--- src/verilog/csc_pkg.sv ---
// What this block does
// - crystal range fuses pick four frequency modes
// - crystal start-up from low fuse and start-up fuses
// - wake delay 258, 1K or 16K cycles
// - reset adds 14 cycles plus 0/4.1/65 ms
// - RC oscillator at 4 or 8 MHz
// - RC wake 6 cycles, reset 14 plus ms
// - factory trim byte loaded at every reset
// - reset time-out always counted on watchdog oscillator
// - seven-bit trim field, zero slowest, 0x7F fastest
// - trim range 50-100, 75-150, 100-200 percent
// - source code 0000 takes external clock
// - external clock wake 6, reset 14 plus ms
// - ms delays are 512 or 8192 watchdog cycles
// - factory fuses 0100, 10, divide-by-eight programmed
package csc_pkg;

  // source-select codes
  localparam logic [3:0] CLOCK_SOURCE_SELECT_FUSES_EXT = 4'h0;
  localparam logic [3:0] CLOCK_SOURCE_SELECT_FUSES_EXT_ALT = 4'h1;
  localparam logic [3:0] CLOCK_SOURCE_SELECT_FUSES_RC4 = 4'h2;
  localparam logic [3:0] CLOCK_SOURCE_SELECT_FUSES_RC4_ALT = 4'h3;
  localparam logic [3:0] CLOCK_SOURCE_SELECT_FUSES_RC8 = 4'h4;
  localparam logic [3:0] CLOCK_SOURCE_SELECT_FUSES_RC8_ALT = 4'h5;
  localparam logic [3:0] CLOCK_SOURCE_SELECT_FUSES_WDT = 4'h6;
  localparam int CLOCK_SOURCE_SELECT_FUSES_XTAL_BIT = 3;
  localparam logic [2:0] XTAL_R0 = 3'h4;
  localparam logic [2:0] XTAL_R1 = 3'h5;
  localparam logic [2:0] XTAL_R2 = 3'h6;
  localparam logic [2:0] XTAL_R3 = 3'h7;

  // start-up counts, oscillator cycles and watchdog cycles
  localparam int CNT_W = 16;
  localparam logic [15:0] CK_SHORT = 16'h0102;
  localparam logic [15:0] CK_1K = 16'h0400;
  localparam logic [15:0] CK_16K = 16'h4000;
  localparam logic [15:0] CK_FAST = 16'h0006;
  localparam logic [15:0] CK_RESET_EXTRA = 16'h000E;
  localparam logic [15:0] WDT_SHORT = 16'h0200;
  localparam logic [15:0] WDT_LONG = 16'h2000;
  localparam logic [15:0] WDT_NONE = 16'h0000;
  localparam int EXT_MAX_MHZ = 16;

  // register map
  localparam logic [11:0] REG_TRIM = 12'h000;
  localparam logic [11:0] REG_STATUS = 12'h004;
  localparam logic [11:0] REG_FUSE = 12'h008;
  localparam logic [11:0] REG_RANGE = 12'h00C;
  localparam logic [7:0] TRIM_RESET = 8'h00;
  localparam int TRIM_W = 7;
  localparam logic [1:0] RESP_OKAY = 2'h0;
  localparam logic [1:0] RESP_SLVERR = 2'h2;

  typedef struct packed {
    logic div8_n;
    logic [1:0] sut;
    logic [3:0] clock_source_select_fuses;
  } csc_fuse_t;

  // fuse bit 0 means programmed
  localparam logic [6:0] FUSE_DEFAULT = 7'h24;

  typedef enum logic [2:0] {
    SRC_EXT = 3'h0,
    SRC_RC4 = 3'h1,
    SRC_RC8 = 3'h2,
    SRC_WDT = 3'h3,
    SRC_XTAL = 3'h4,
    SRC_NONE = 3'h5
  } csc_src_t;

  typedef enum logic [1:0] {
    RANGE_0P4 = 2'h0,
    RANGE_0P9 = 2'h1,
    RANGE_3P0 = 2'h2,
    RANGE_8P0 = 2'h3
  } csc_range_t;

  typedef enum logic [5:0] {
    ST_CAPTURE = 6'h01,
    ST_RST_MS = 6'h02,
    ST_RST_OSC = 6'h04,
    ST_RUN = 6'h08,
    ST_SLEEP = 6'h10,
    ST_WAKE = 6'h20
  } csc_state_t;

  typedef struct packed {
    logic run;
    logic reserved_sel;
    csc_src_t src;
    csc_range_t range;
    logic div8;
  } csc_status_t;

endpackage

--- src/verilog/csc_tick_counter.sv ---
`timescale 1ns/1ps
module csc_tick_counter #(
  parameter int W = 16
) (
  // clock and reset
  input wire logic clk_i,
  input wire logic rst_i,
  // control
  input wire logic start_i,
  input wire logic tick_i,
  input wire logic [W-1:0] target_i,
  // result
  output logic done_o
);

  logic [W-1:0] cnt_ff;
  logic [W-1:0] nxt_cnt;
  logic run_ff;
  logic nxt_run;

  // done is masked on the start cycle so a stale count never leaks through
  assign done_o = run_ff && !start_i && (cnt_ff == target_i);

  always_comb begin
    nxt_cnt = cnt_ff;
    nxt_run = run_ff;
    if (start_i) begin
      nxt_cnt = '0;
      nxt_run = 1'b1;
    end else if (run_ff && tick_i && (cnt_ff != target_i)) begin
      nxt_cnt = cnt_ff + W'(1);
    end
  end

  always_ff @(posedge clk_i or posedge rst_i) begin
    if (rst_i) begin
      cnt_ff <= '0;
      run_ff <= 1'b0;
    end else begin
      cnt_ff <= nxt_cnt;
      run_ff <= nxt_run;
    end
  end

endmodule

--- src/verilog/csc_top.sv ---
// Decided for this implementation: the AXI4-Lite slave port and the register addresses.
`timescale 1ns/1ps
module csc_top #(
  parameter logic [15:0] XTAL_LONG_CYCLES = csc_pkg::CK_16K,
  parameter logic [15:0] WDT_LONG_CYCLES = csc_pkg::WDT_LONG
) (
  // clock and reset
  input wire logic core_clk_i,
  input wire logic rst_i,
  // fuses and factory data
  input wire csc_pkg::csc_fuse_t fuses_i,
  input wire logic [7:0] factory_trim_i,
  // oscillator ticks, one pulse per cycle of each source
  input wire logic osc_tick_i,
  input wire logic wdt_tick_i,
  // sleep request
  input wire logic power_down_i,
  // clock steering
  output logic cpu_run_o,
  output logic amp_enable_o,
  output logic ext_clock_sel_o,
  output logic rc_enable_o,
  output logic rc_8mhz_o,
  output logic start_div8_o,
  output csc_pkg::csc_range_t xtal_range_o,
  output logic [6:0] rc_trim_o,
  output logic [7:0] trim_min_pct_o,
  output logic [7:0] trim_max_pct_o,
  output csc_pkg::csc_status_t status_o,
  // axi4-lite write
  input wire logic [11:0] s_axi_awaddr,
  input wire logic s_axi_awvalid,
  output logic s_axi_awready,
  input wire logic [31:0] s_axi_wdata,
  input wire logic [3:0] s_axi_wstrb,
  input wire logic s_axi_wvalid,
  output logic s_axi_wready,
  output logic [1:0] s_axi_bresp,
  output logic s_axi_bvalid,
  input wire logic s_axi_bready,
  // axi4-lite read
  input wire logic [11:0] s_axi_araddr,
  input wire logic s_axi_arvalid,
  output logic s_axi_arready,
  output logic [31:0] s_axi_rdata,
  output logic [1:0] s_axi_rresp,
  output logic s_axi_rvalid,
  input wire logic s_axi_rready
);

  function automatic csc_pkg::csc_src_t decode_src(input logic [3:0] sel);
    csc_pkg::csc_src_t s;
    s = csc_pkg::SRC_NONE;
    if (sel[csc_pkg::CLOCK_SOURCE_SELECT_FUSES_XTAL_BIT]) begin
      s = csc_pkg::SRC_XTAL;
    end else begin
      unique case (sel)
        // external clock on the amplifier input
        csc_pkg::CLOCK_SOURCE_SELECT_FUSES_EXT, csc_pkg::CLOCK_SOURCE_SELECT_FUSES_EXT_ALT: s = csc_pkg::SRC_EXT;
        // internal rc at 4 or 8 mhz
        csc_pkg::CLOCK_SOURCE_SELECT_FUSES_RC4, csc_pkg::CLOCK_SOURCE_SELECT_FUSES_RC4_ALT: s = csc_pkg::SRC_RC4;
        csc_pkg::CLOCK_SOURCE_SELECT_FUSES_RC8, csc_pkg::CLOCK_SOURCE_SELECT_FUSES_RC8_ALT: s = csc_pkg::SRC_RC8;
        csc_pkg::CLOCK_SOURCE_SELECT_FUSES_WDT: s = csc_pkg::SRC_WDT;
        default: s = csc_pkg::SRC_NONE;
      endcase
    end
    return s;
  endfunction

  // wake-up delay in cycles of the selected source
  function automatic logic [15:0] wake_cycles(input csc_pkg::csc_fuse_t f,
                                              input logic [15:0] long_ck);
    logic [2:0] idx;
    logic [15:0] c;
    idx = {f.clock_source_select_fuses[0], f.sut};
    c = csc_pkg::CK_FAST;
    if (f.clock_source_select_fuses[csc_pkg::CLOCK_SOURCE_SELECT_FUSES_XTAL_BIT]) begin
      unique case (idx)
        3'h0, 3'h1: c = csc_pkg::CK_SHORT;
        3'h2, 3'h3, 3'h4: c = csc_pkg::CK_1K;
        default: c = long_ck;
      endcase
    end
    return c;
  endfunction

  // millisecond part of the reset delay in watchdog cycles
  function automatic logic [15:0] reset_ticks(input csc_pkg::csc_fuse_t f,
                                              input logic [15:0] long_wdt);
    logic [2:0] idx;
    logic [15:0] t;
    idx = {f.clock_source_select_fuses[0], f.sut};
    t = csc_pkg::WDT_NONE;
    if (f.clock_source_select_fuses[csc_pkg::CLOCK_SOURCE_SELECT_FUSES_XTAL_BIT]) begin
      // crystal table row adds none, 4.1 or 65 ms
      unique case (idx)
        3'h0, 3'h3, 3'h6: t = csc_pkg::WDT_SHORT;
        3'h1, 3'h4, 3'h7: t = long_wdt;
        default: t = csc_pkg::WDT_NONE;
      endcase
    end else begin
      unique case (f.sut)
        2'h0: t = csc_pkg::WDT_NONE;
        2'h1: t = csc_pkg::WDT_SHORT;
        // reserved code takes the longest delay, the safe side
        default: t = long_wdt;
      endcase
    end
    return t;
  endfunction

  // lower edge of the trimmed range, upper edge is twice it
  function automatic logic [7:0] pct_min(input logic [6:0] cal);
    logic [15:0] v;
    v = 16'h0000;
    if (cal <= 7'h3F) begin
      v = 16'h0032 + ((16'(cal) * 16'h0019) / 16'h003F);
    end else begin
      v = 16'h004B + ((16'(cal - 7'h3F) * 16'h0019) / 16'h0040);
    end
    return v[7:0];
  endfunction

  function automatic logic reg_hit(input logic [11:0] a);
    return (a == csc_pkg::REG_TRIM) || (a == csc_pkg::REG_STATUS) ||
           (a == csc_pkg::REG_FUSE) || (a == csc_pkg::REG_RANGE);
  endfunction

  // ---------------- start-up sequencer ----------------
  csc_pkg::csc_state_t state_ff;
  csc_pkg::csc_state_t nxt_state;
  csc_pkg::csc_fuse_t fuse_ff;
  csc_pkg::csc_fuse_t nxt_fuse;
  logic ms_start_ff;
  logic nxt_ms_start;
  logic osc_start_ff;
  logic nxt_osc_start;
  logic wake_path_ff;
  logic nxt_wake_path;
  logic ms_done;
  logic osc_done;
  logic [15:0] osc_target;
  csc_pkg::csc_src_t src;

  assign src = decode_src(fuse_ff.clock_source_select_fuses);

  // reset path adds fourteen cycles to the wake count
  assign osc_target = wake_path_ff ? wake_cycles(fuse_ff, XTAL_LONG_CYCLES) :
                      wake_cycles(fuse_ff, XTAL_LONG_CYCLES) + csc_pkg::CK_RESET_EXTRA;

  // reset time-out runs on the watchdog oscillator for every source
  csc_tick_counter #(
    .W(csc_pkg::CNT_W)
  ) u_ms_cnt (
    .clk_i(core_clk_i),
    .rst_i(rst_i),
    .start_i(ms_start_ff),
    .tick_i(wdt_tick_i),
    .target_i(reset_ticks(fuse_ff, WDT_LONG_CYCLES)),
    .done_o(ms_done)
  );

  // start-up cycles counted on the selected source
  csc_tick_counter #(
    .W(csc_pkg::CNT_W)
  ) u_osc_cnt (
    .clk_i(core_clk_i),
    .rst_i(rst_i),
    .start_i(osc_start_ff),
    .tick_i(osc_tick_i),
    .target_i(osc_target),
    .done_o(osc_done)
  );

  always_comb begin
    nxt_state = state_ff;
    nxt_fuse = fuse_ff;
    nxt_ms_start = 1'b0;
    nxt_osc_start = 1'b0;
    nxt_wake_path = wake_path_ff;
    unique case (state_ff)
      csc_pkg::ST_CAPTURE: begin
        // fuses are sampled after release, never through the reset itself
        nxt_fuse = fuses_i;
        nxt_ms_start = 1'b1;
        nxt_wake_path = 1'b0;
        nxt_state = csc_pkg::ST_RST_MS;
      end
      csc_pkg::ST_RST_MS: begin
        if (ms_done) begin
          nxt_osc_start = 1'b1;
          nxt_state = csc_pkg::ST_RST_OSC;
        end
      end
      csc_pkg::ST_RST_OSC: begin
        if (osc_done) begin
          nxt_state = csc_pkg::ST_RUN;
        end
      end
      csc_pkg::ST_RUN: begin
        if (power_down_i) begin
          nxt_state = csc_pkg::ST_SLEEP;
        end
      end
      csc_pkg::ST_SLEEP: begin
        if (!power_down_i) begin
          nxt_osc_start = 1'b1;
          nxt_wake_path = 1'b1;
          nxt_state = csc_pkg::ST_WAKE;
        end
      end
      csc_pkg::ST_WAKE: begin
        if (osc_done) begin
          nxt_state = csc_pkg::ST_RUN;
        end
      end
      default: nxt_state = csc_pkg::ST_CAPTURE;
    endcase
  end

  always_ff @(posedge core_clk_i or posedge rst_i) begin
    if (rst_i) begin
      state_ff <= csc_pkg::ST_CAPTURE;
      // factory fuse image until the real fuses are sampled
      fuse_ff <= csc_pkg::FUSE_DEFAULT;
      ms_start_ff <= 1'b0;
      osc_start_ff <= 1'b0;
      wake_path_ff <= 1'b0;
    end else begin
      state_ff <= nxt_state;
      fuse_ff <= nxt_fuse;
      ms_start_ff <= nxt_ms_start;
      osc_start_ff <= nxt_osc_start;
      wake_path_ff <= nxt_wake_path;
    end
  end

  // ---------------- calibration trim ----------------
  logic [6:0] trim_ff;
  logic [6:0] nxt_trim;
  logic trim_load_ff;
  logic nxt_trim_load;
  logic wr_fire;
  // write holding registers, read by the trim update below
  logic [11:0] awaddr_ff;
  logic [31:0] wdata_ff;
  logic [3:0] wstrb_ff;

  always_comb begin
    nxt_trim = trim_ff;
    nxt_trim_load = 1'b0;
    if (trim_load_ff) begin
      // factory byte copied in on every reset
      nxt_trim = factory_trim_i[6:0];
    end else if (wr_fire && (awaddr_ff == csc_pkg::REG_TRIM) && wstrb_ff[0]) begin
      nxt_trim = wdata_ff[6:0];
    end
  end

  always_ff @(posedge core_clk_i or posedge rst_i) begin
    if (rst_i) begin
      trim_ff <= csc_pkg::TRIM_RESET[6:0];
      trim_load_ff <= 1'b1;
    end else begin
      trim_ff <= nxt_trim;
      trim_load_ff <= nxt_trim_load;
    end
  end

  // ---------------- outputs ----------------
  logic run_ff;
  logic nxt_run;
  csc_pkg::csc_range_t range;
  logic [7:0] trim_min;

  always_comb begin
    unique case (fuse_ff.clock_source_select_fuses[3:1])
      csc_pkg::XTAL_R0: range = csc_pkg::RANGE_0P4;
      csc_pkg::XTAL_R1: range = csc_pkg::RANGE_0P9;
      csc_pkg::XTAL_R2: range = csc_pkg::RANGE_3P0;
      csc_pkg::XTAL_R3: range = csc_pkg::RANGE_8P0;
      default: range = csc_pkg::RANGE_0P4;
    endcase
  end

  assign nxt_run = (nxt_state == csc_pkg::ST_RUN);

  always_ff @(posedge core_clk_i or posedge rst_i) begin
    if (rst_i) begin
      run_ff <= 1'b0;
    end else begin
      run_ff <= nxt_run;
    end
  end

  assign cpu_run_o = run_ff;
  assign amp_enable_o = (src == csc_pkg::SRC_XTAL);
  assign ext_clock_sel_o = (src == csc_pkg::SRC_EXT);
  // rc oscillator 4 or 8 mhz
  assign rc_enable_o = (src == csc_pkg::SRC_RC4) || (src == csc_pkg::SRC_RC8);
  assign rc_8mhz_o = (src == csc_pkg::SRC_RC8);
  assign start_div8_o = !fuse_ff.div8_n;
  assign xtal_range_o = range;
  assign rc_trim_o = trim_ff;
  assign trim_min = pct_min(trim_ff);
  assign trim_min_pct_o = trim_min;
  assign trim_max_pct_o = {trim_min[6:0], 1'b0};
  assign status_o.run = run_ff;
  assign status_o.reserved_sel = (src == csc_pkg::SRC_NONE) ||
                                 (!fuse_ff.clock_source_select_fuses[csc_pkg::CLOCK_SOURCE_SELECT_FUSES_XTAL_BIT] &&
                                  (fuse_ff.sut == 2'h3));
  assign status_o.src = src;
  assign status_o.range = range;
  assign status_o.div8 = !fuse_ff.div8_n;

  // ---------------- axi4-lite slave ----------------
  logic aw_hold_ff;
  logic nxt_aw_hold;
  logic [11:0] nxt_awaddr;
  logic w_hold_ff;
  logic nxt_w_hold;
  logic [31:0] nxt_wdata;
  logic [3:0] nxt_wstrb;
  logic bvalid_ff;
  logic nxt_bvalid;
  logic [1:0] bresp_ff;
  logic [1:0] nxt_bresp;
  logic rvalid_ff;
  logic nxt_rvalid;
  logic [31:0] rdata_ff;
  logic [31:0] nxt_rdata;
  logic [1:0] rresp_ff;
  logic [1:0] nxt_rresp;

  // one write and one read in flight; address and data may come in any order
  assign s_axi_awready = !aw_hold_ff && !bvalid_ff;
  assign s_axi_wready = !w_hold_ff && !bvalid_ff;
  assign s_axi_arready = !rvalid_ff;
  assign wr_fire = aw_hold_ff && w_hold_ff && !bvalid_ff;

  always_comb begin
    nxt_aw_hold = aw_hold_ff;
    nxt_awaddr = awaddr_ff;
    nxt_w_hold = w_hold_ff;
    nxt_wdata = wdata_ff;
    nxt_wstrb = wstrb_ff;
    nxt_bvalid = bvalid_ff;
    nxt_bresp = bresp_ff;
    if (s_axi_awvalid && s_axi_awready) begin
      nxt_aw_hold = 1'b1;
      nxt_awaddr = {s_axi_awaddr[11:2], 2'h0};
    end
    if (s_axi_wvalid && s_axi_wready) begin
      nxt_w_hold = 1'b1;
      nxt_wdata = s_axi_wdata;
      nxt_wstrb = s_axi_wstrb;
    end
    if (wr_fire) begin
      nxt_aw_hold = 1'b0;
      nxt_w_hold = 1'b0;
      nxt_bvalid = 1'b1;
      nxt_bresp = reg_hit(awaddr_ff) ? csc_pkg::RESP_OKAY : csc_pkg::RESP_SLVERR;
    end else if (bvalid_ff && s_axi_bready) begin
      nxt_bvalid = 1'b0;
    end
  end

  always_comb begin
    nxt_rvalid = rvalid_ff;
    nxt_rdata = rdata_ff;
    nxt_rresp = rresp_ff;
    if (s_axi_arvalid && s_axi_arready) begin
      nxt_rvalid = 1'b1;
      nxt_rresp = csc_pkg::RESP_OKAY;
      unique case ({s_axi_araddr[11:2], 2'h0})
        csc_pkg::REG_TRIM: nxt_rdata = {25'h000_0000, trim_ff};
        csc_pkg::REG_STATUS: nxt_rdata = {23'h00_0000, status_o, state_ff == csc_pkg::ST_RUN};
        csc_pkg::REG_FUSE: nxt_rdata = {25'h000_0000, fuse_ff};
        csc_pkg::REG_RANGE: nxt_rdata = {16'h0000, trim_max_pct_o, trim_min_pct_o};
        default: begin
          nxt_rdata = 32'h0000_0000;
          nxt_rresp = csc_pkg::RESP_SLVERR;
        end
      endcase
    end else if (rvalid_ff && s_axi_rready) begin
      nxt_rvalid = 1'b0;
    end
  end

  always_ff @(posedge core_clk_i or posedge rst_i) begin
    if (rst_i) begin
      aw_hold_ff <= 1'b0;
      awaddr_ff <= 12'h000;
      w_hold_ff <= 1'b0;
      wdata_ff <= 32'h0000_0000;
      wstrb_ff <= 4'h0;
      bvalid_ff <= 1'b0;
      bresp_ff <= 2'h0;
      rvalid_ff <= 1'b0;
      rdata_ff <= 32'h0000_0000;
      rresp_ff <= 2'h0;
    end else begin
      aw_hold_ff <= nxt_aw_hold;
      awaddr_ff <= nxt_awaddr;
      w_hold_ff <= nxt_w_hold;
      wdata_ff <= nxt_wdata;
      wstrb_ff <= nxt_wstrb;
      bvalid_ff <= nxt_bvalid;
      bresp_ff <= nxt_bresp;
      rvalid_ff <= nxt_rvalid;
      rdata_ff <= nxt_rdata;
      rresp_ff <= nxt_rresp;
    end
  end

  assign s_axi_bvalid = bvalid_ff;
  assign s_axi_bresp = bresp_ff;
  assign s_axi_rvalid = rvalid_ff;
  assign s_axi_rdata = rdata_ff;
  assign s_axi_rresp = rresp_ff;

endmodule

--- config.mk ---
export PLATFORM = sky130hd
export DESIGN_NAME = csc_top
export DESIGN_NICKNAME = d
export VERILOG_FILES = /design/src/verilog/csc_pkg.sv /design/src/verilog/csc_tick_counter.sv /design/src/verilog/csc_top.sv
export SDC_FILE = /design/constraint.sdc
export NUM_CORES = 1
export LEC_CHECK = 0
export ABC_CLOCK_PERIOD_IN_PS = 10230
export BUFFER_PORTS_ARGS = -buffer_cell sky130_fd_sc_hd__buf_2
export CORE_MARGIN = 5
export CORE_UTILIZATION = 57
export CTS_CLUSTER_SIZE = 20
export DETAILED_ROUTE_END_ITERATION = 10
export PLACE_DENSITY_LB_ADDON = 0.08
export SETUP_SLACK_MARGIN = 0.2
export SLEW_MARGIN = 15
export SYNTH_ARGS = -nofsm -noshare
export SYNTH_HDL_FRONTEND = slang
export SYNTH_SLANG_ARGS = --single-unit
--- constraint.sdc ---
create_clock -name core_clk_i -period 10.23 [get_ports core_clk_i]
set_input_delay 2.046 -clock core_clk_i [delete_from_list [all_inputs] [get_ports core_clk_i]]
set_output_delay 2.046 -clock core_clk_i [all_outputs]
set_load 0.02 [all_outputs]
### After elaboration in Yosys (flattened, before gate mapping)

Cells that the tools add are included.

* bitwise operators: 0
* equal/unequal tests: 39
* multiplexer cells: 38
* order comparisons: 1
* multipliers: 2
* shift operators: 0
* add/sub/neg operators: 6
* reductions and logical operators: 57
* divide/modulo/power cells: 1

Operator list (number)
* 16-bit two-way mux: 6
* 16-bit case mux with 4 select lines: 1
* 14-bit case mux with 2 select lines: 2
* 10-bit by 2-bit == test with 1-bit output, second input constant: 4
* 16-bit by 1-bit adder with 16-bit output, second input constant: 2
* 16-bit == test: 2
* 16-bit inequality test: 2
* 15-bit case mux with 2 select lines: 1
* 6-bit case mux with 5 select lines: 1
* 3-bit == test, second input constant: 8
* 6-bit two-way mux: 4
* 10-bit by 1-bit == test with 1-bit output, second input constant: 2
* 1-bit logical AND: 20
* 16-bit by 4-bit adder with 16-bit output, second input constant: 1
* 12-bit by 6-bit divider with 16-bit output, second input constant: 1
* 2-bit nonzero test: 8
* 15-bit two-way mux: 1
* 8-bit by 6-bit multiplier with 14-bit output, second input constant: 1
* 7-bit two-way mux: 2
* 4-bit by 3-bit == test with 1-bit output, second input constant: 3
* 6-bit by 4-bit == test with 1-bit output, second input constant: 2
* 12-bit zero test: 1
* 7-bit by 5-bit multiplier with 12-bit output, second input constant: 1
* 1-bit two-way mux: 12
* 32 further kinds: 56

* word-level logic and storage cells: 168
* RAM bits: 0
* bits of input ports: 85
* flip-flop bits (word level): 117
* latch bits: 0
* memories: 0
* bits in read-only memories: 0
* output and inout bits: 80

### Longest topological paths before layout

* depth after elaboration: 11
* gate-level depth with buffers: 34
* mapped depth without buffers: 30

### Cells and area by module

Synthesis repeated with hierarchy kept, for this count alone.

* cells, all modules: 1079
* area total of the unflattened synthesis: 9280.2 um^2

By module, submodules not included
* csc_top: instances 1, sequential area each 1631.6 um^2, cells an instance 839, area each 7120.6 um^2
* csc_tick_counter: instances 2, sequential area each 425.4 um^2, cells an instance 120, area each 1079.8 um^2

### Least setup slack after synthesis

No wires, ideal clock.

* path type: reg-to-output
* start point: register trim_ff[2] (netlist: rc_trim_o[2])
* end point: output trim_min_pct_o[5]
* path slack: 0.253 ns
* required time: 8.184 ns
* arrival time: 7.931 ns
* stages on the path, launching flop included: 33
* path through: dfrtp_1 clkbuf_1 inv_1 ha_1 ha_1 ha_1 fa_1 a211o_1 a2111oi_2 or3_4 nand3_4 or3_1 buf_6 a21boi_4 a22o_4 nand2_2 or4_1 buf_2 and4_1 a2111oi_2 and2_1 buf_6 a41o_2 o21ai_2 ha_1 a31o_1 a21o_4 ha_1 inv_1 o21ai_0 xnor2_1 o21ai_0 buf_4

* word-level cells in the longest chain between the ends: 4

Ends and longest elaborated chain
* start: declaration: line csc_top.sv:239 `logic [6:0] trim_ff;`
* start signal: assignment: line csc_top.sv:262 `trim_ff <= csc_pkg::TRIM_RESET[6:0];`
* start signal: assignment: line csc_top.sv:265 `trim_ff <= nxt_trim;`
* 7-bit by 5-bit multiplier with 12-bit output or 7-bit by 6-bit subtractor with 8-bit output (tied branches): line csc_top.sv:117, csc_top.sv:119
* 12-bit by 6-bit divider with 16-bit output or 8-bit by 6-bit multiplier with 14-bit output (tied branches): line csc_top.sv:117, csc_top.sv:119
* 6-bit by 8-bit adder with 8-bit output or 7-bit by 8-bit adder with 8-bit output (tied branches): line csc_top.sv:117, csc_top.sv:119
* 8-bit two-way mux (*): line csc_top.sv:116 `if (cal <= 7'h3F) begin`
* end: declaration: line csc_top.sv:27 `output logic [7:0] trim_min_pct_o,`

Every way passes the cells marked *; elsewhere a longest branch is shown, timed or not.

### Final worst setup path

* start point: register trim_ff[2] (netlist: rc_trim_o[2])
* end point: output trim_max_pct_o[1]

* word-level cells in the longest chain between the ends: 4

Ends and longest elaborated chain
* 7-bit by 5-bit multiplier with 12-bit output or 7-bit by 6-bit subtractor with 8-bit output (tied branches): line csc_top.sv:117, csc_top.sv:119
* 12-bit by 6-bit divider with 16-bit output or 8-bit by 6-bit multiplier with 14-bit output (tied branches): line csc_top.sv:117, csc_top.sv:119
* 6-bit by 8-bit adder with 8-bit output or 7-bit by 8-bit adder with 8-bit output (tied branches): line csc_top.sv:117, csc_top.sv:119
* 8-bit two-way mux (*): line csc_top.sv:116
* end: declaration: line csc_top.sv:28 `output logic [7:0] trim_max_pct_o,`

Marked as above.

==> qor.log <==
INFO  status         run_status=completed
INFO  placement      place.detailed.hpwl=16.42mm
INFO  yosys          netlist_area=8636um2
INFO  placement      buffer_ports.inserted=112
INFO  yosys          netlist_instances=1023
INFO  floorplan      die_area=17710um2
INFO  sta            slew_headroom=0.3736
INFO  cts            tritoncts=yes
INFO  layout         antenna-diode-count=0
INFO  sta            finalHoldViolCount=0
INFO  global_route   number_of_global_route_vias_before_repair=7338
INFO  sta            post_route_fraction_of_the_period_consumed_by_the_critical_path=0.9587
INFO  yosys          ys_warns=0
INFO  cts            cts.sink_count=99
INFO  worst_setup_path crit_path_end_kind=primary output
INFO  detailed_routing detail_route.iter0.violations=510
INFO  global_route   grt_start_max_net_pins=76
INFO  layout         final_cell_area=9763um2
INFO  layout         fin_nets=1276
INFO  cts            clkSlewWorstSetupHoldPaths=0.08ns
INFO  yosys          synth_enable_flop_cells=0
INFO  global_route   grt_pass1_wl=35.47mm
INFO  yosys          ys_async_sr_fraction=1.000
INFO  placement      numPlacedInstances=1287
INFO  sta            finish_stage_setup_viols=0
INFO  sta            final_max_slew_viol_count=0
INFO  global_route   gr-usage-all-layers=0.2394
INFO  sta            final.setup_skew=0.01063ns
INFO  cts            cts_root_buf=sky130_fd_sc_hd__clkbuf_16
INFO  worst_setup_path crit_path_start_kind=register
INFO  yosys          ys.flop_type=sky130_fd_sc_hd__dfrtp_1
INFO  detailed_routing vias=7820
INFO  cts            hold_bufs_at_cts=0
INFO  worst_hold_path holdCritPathClass=register to register
INFO  yosys          synth_seq_area_share=0.2875
INFO  sta            min_period=9.808ns
INFO  cts            cts_h_tree_depth=3
INFO  detailed_routing drt.antenna.violating_nets=0
INFO  floorplan      placement_rows=45
INFO  cts            clock_tree.buffer_depth=2
INFO  worst_hold_path worst_hold_path.num_cells=2
INFO  sta            worstMarginPinSlew=0.9395ns
INFO  layout         fraction_of_final_layout_cells_with_drive_strength_greater_than_1=0.2176
INFO  yosys          cell_variety_after_synth=95
INFO  worst_setup_path cpMaxStageDelayCell=sky130_fd_sc_hd__fa_1
INFO  layout         stdcell_count=1314
INFO  global_route   grt_antenna_before_repair=0
INFO  sta            final.setup.tns=0ns
INFO  detailed_routing avgRoutedWirePerCell=16.39um
INFO  worst_setup_path data_arrival_time_of_the_critical_path=7.76ns
INFO  detailed_routing drtPass1Iterations=6
INFO  worst_setup_path critPathRequiredTime=8.18ns
INFO  floorplan      die_width=133.1um
INFO  detailed_routing postRouteWirelength=21.53mm
INFO  sta            fmax=102.0MHz
INFO  worst_setup_path timing_worst_setup_path_type=register to primary output
INFO  global_route   grt.overflow.total=0
INFO  floorplan      initial_core_util=0.5744
INFO  layout         area_growth=13.05%
INFO  detailed_routing detail_route.drc_violations=0
INFO  detailed_routing avgViaCountPerCell=5.951
INFO  flow_run       max_cap_viol=0
INFO  placement      gp_congestion=0.8870
INFO  worst_setup_path critical_path.max_stage_delay=0.52ns
INFO  yosys          syn_area_per_cell=8.442um2
INFO  floorplan      num_io_pins=165
INFO  floorplan      core_area=15030um2
INFO  worst_setup_path setup.reg_to_reg.worst_slack=2.57ns
INFO  cts            cts-buffers-inserted=9
INFO  placement      detailed_place.area=9226um2
INFO  cts            clk-insertion-delay-late=0.35ns
INFO  worst_setup_path timing.critical_path.fanout_max=8
INFO  worst_setup_path worst_reg2reg_path_length_in_cells=30
INFO  floorplan      die-height=133.1um
INFO  layout         final_cell_utilization_of_the_core=0.6494
INFO  sta            rsz0062_at_grt=no
INFO  yosys          ff_latch_count_synth=99
==> sequential cells by signal, indices dropped and copies added (netlist names), 6 cells and up <==
| register | flops |
|---|---|
| awaddr_ff | 10 |
| fuse_ff | 7 |
| wdata_ff | 7 |
| rc_trim_o | 7 |
| s_axi_rdata | 16 |
| state_ff | 6 |
| u_ms_cnt.cnt_ff | 16 |
| u_osc_cnt.cnt_ff | 16 |
==> per-stage QoR <==
| step | worst slack, ns | hold slack (ns) |
|---|---|---|
| 2_1_floorplan | 0.2529 | 0.4552 |
| 3_3_place_gp | 0.3105 | 0.4570 |
| 3_5_place_dp | 0.2788 | 0.4600 |
| 4_1_cts | 0.2273 | 0.4780 |
| 5_1_grt | 0.1950 | 0.5038 |
| 6_report | 0.4225 | 0.4774 |
==> area by class of cell <==
type                            count  area, um2
Clock buffer                        9      225.2
Clock inverter                      7      70.07
Fill cell                        1321       5270
Inverter                           55      209.0
Multi-Input combinational cell    816       5766
Sequential cell                    99       2487
Tap cell                          188      235.2
Timing Repair Buffer              140      770.7
==> layout by cell type, fill, tap and decap left out, types with 20 or more instances in the layout <==
master	n
sky130_fd_sc_hd__inv_1	52
sky130_fd_sc_hd__mux2_2	20
sky130_fd_sc_hd__buf_4	28
sky130_fd_sc_hd__xnor2_1	42
sky130_fd_sc_hd__nor3_1	22
sky130_fd_sc_hd__o21ai_0	49
sky130_fd_sc_hd__xor2_1	27
sky130_fd_sc_hd__nor2_1	91
sky130_fd_sc_hd__a21oi_1	43
sky130_fd_sc_hd__nand3_1	42
sky130_fd_sc_hd__dfrtp_1	91
sky130_fd_sc_hd__buf_2	112
sky130_fd_sc_hd__conb_1	20
sky130_fd_sc_hd__nand2_1	113
sky130_fd_sc_hd__ha_1	58
==> cells in the mapped netlist, drive strengths merged, types with 6 or more instances <==
cell type / n / area [um2]
a211o: 7 / 61.31
a211oi: 9 / 72.57
a21boi: 7 / 63.81
a21o: 13 / 105.1
a21oi: 44 / 224.0
a221oi: 6 / 58.80
a22o: 6 / 62.56
a31oi: 8 / 50.05
and2: 10 / 62.56
and3: 14 / 92.59
and4: 7 / 61.31
buf: 40 / 286.5
clkbuf: 32 / 120.1
dfrtp: 95 / 2377
fa: 8 / 160.2
ha: 62 / 775.7
inv: 54 / 202.7
mux2: 21 / 240.2
mux2i: 16 / 160.2
nand2: 117 / 444.2
nand2b: 6 / 37.54
nand3: 43 / 227.7
nand4: 16 / 100.1
nor2: 92 / 345.3
nor2b: 11 / 68.82
nor3: 24 / 130.1
nor3b: 6 / 45.04
nor4: 9 / 71.32
o21ai: 58 / 294.0
o21bai: 6 / 45.04
o31ai: 7 / 67.57
or2: 7 / 43.79
or3: 11 / 73.82
or4: 10 / 75.07
xnor2: 44 / 392.9
xor2: 27 / 236.5
==> worst max-delay path: cells and delay by family, from the launching register on <==
family                     cells  cell delay [ns]
adders and majority gates      5             1.70
AOI/OAI and AO/OA             13             3.45
buffers and inverters          2             0.39
DFF                            1             0.46
muxes                          1             0.29
and+or+nand+nor                4             1.10
==> final timing paths <==
check | endpoint | startpoint
max | trim_max_pct_o[1] | rc_trim_o[2]$_DFFE_PP0P_
min | s_axi_rdata[13]$_DFFE_PP0P_ | s_axi_rdata[13]$_DFFE_PP0P_
max reg2reg | s_axi_rdata[5]$_DFFE_PP0P_ | rc_trim_o[2]$_DFFE_PP0P_
min reg2reg | s_axi_rdata[13]$_DFFE_PP0P_ | s_axi_rdata[13]$_DFFE_PP0P_
max in group asynchronous | rc_trim_o[1]$_DFFE_PP0P_ | rst_i
min in group asynchronous | awaddr_ff[6]$_DFFE_PP0P_ | rst_i
==> repair_timing <==
action / in CTS / in global routing
endpoints found under the setup margin: 10 / 12
resized for setup: 11 / 27
pin swaps: 2 / 14
setup buffers: 0 / 11
==> metal layers <==
metal	global-route usage	up-vias	routed length, um	part of all wire
met1	0.3087	3721	8959	0.42
met3	0.02281	40	1028	0.048
met5	0	-	0	0
met2	0.4173	254	11030	0.51
li1	-	3805	-	-
met4	0.08718	0	518	0.024
==> cells by family after synthesis <==
logic type,synth area share
and+or+nand+nor,0.2292
AOI/OAI and AO/OA,0.1843
buffers and inverters,0.07099
DFF,0.2875
xor gates and xnor gates,0.07288
adders and majority gates,0.1084
muxes,0.04636
other,0.0004342
Power is left out: the tool's default activity adds up to more than one toggle a clock period on the data nets, which glitch-free logic cannot reach.
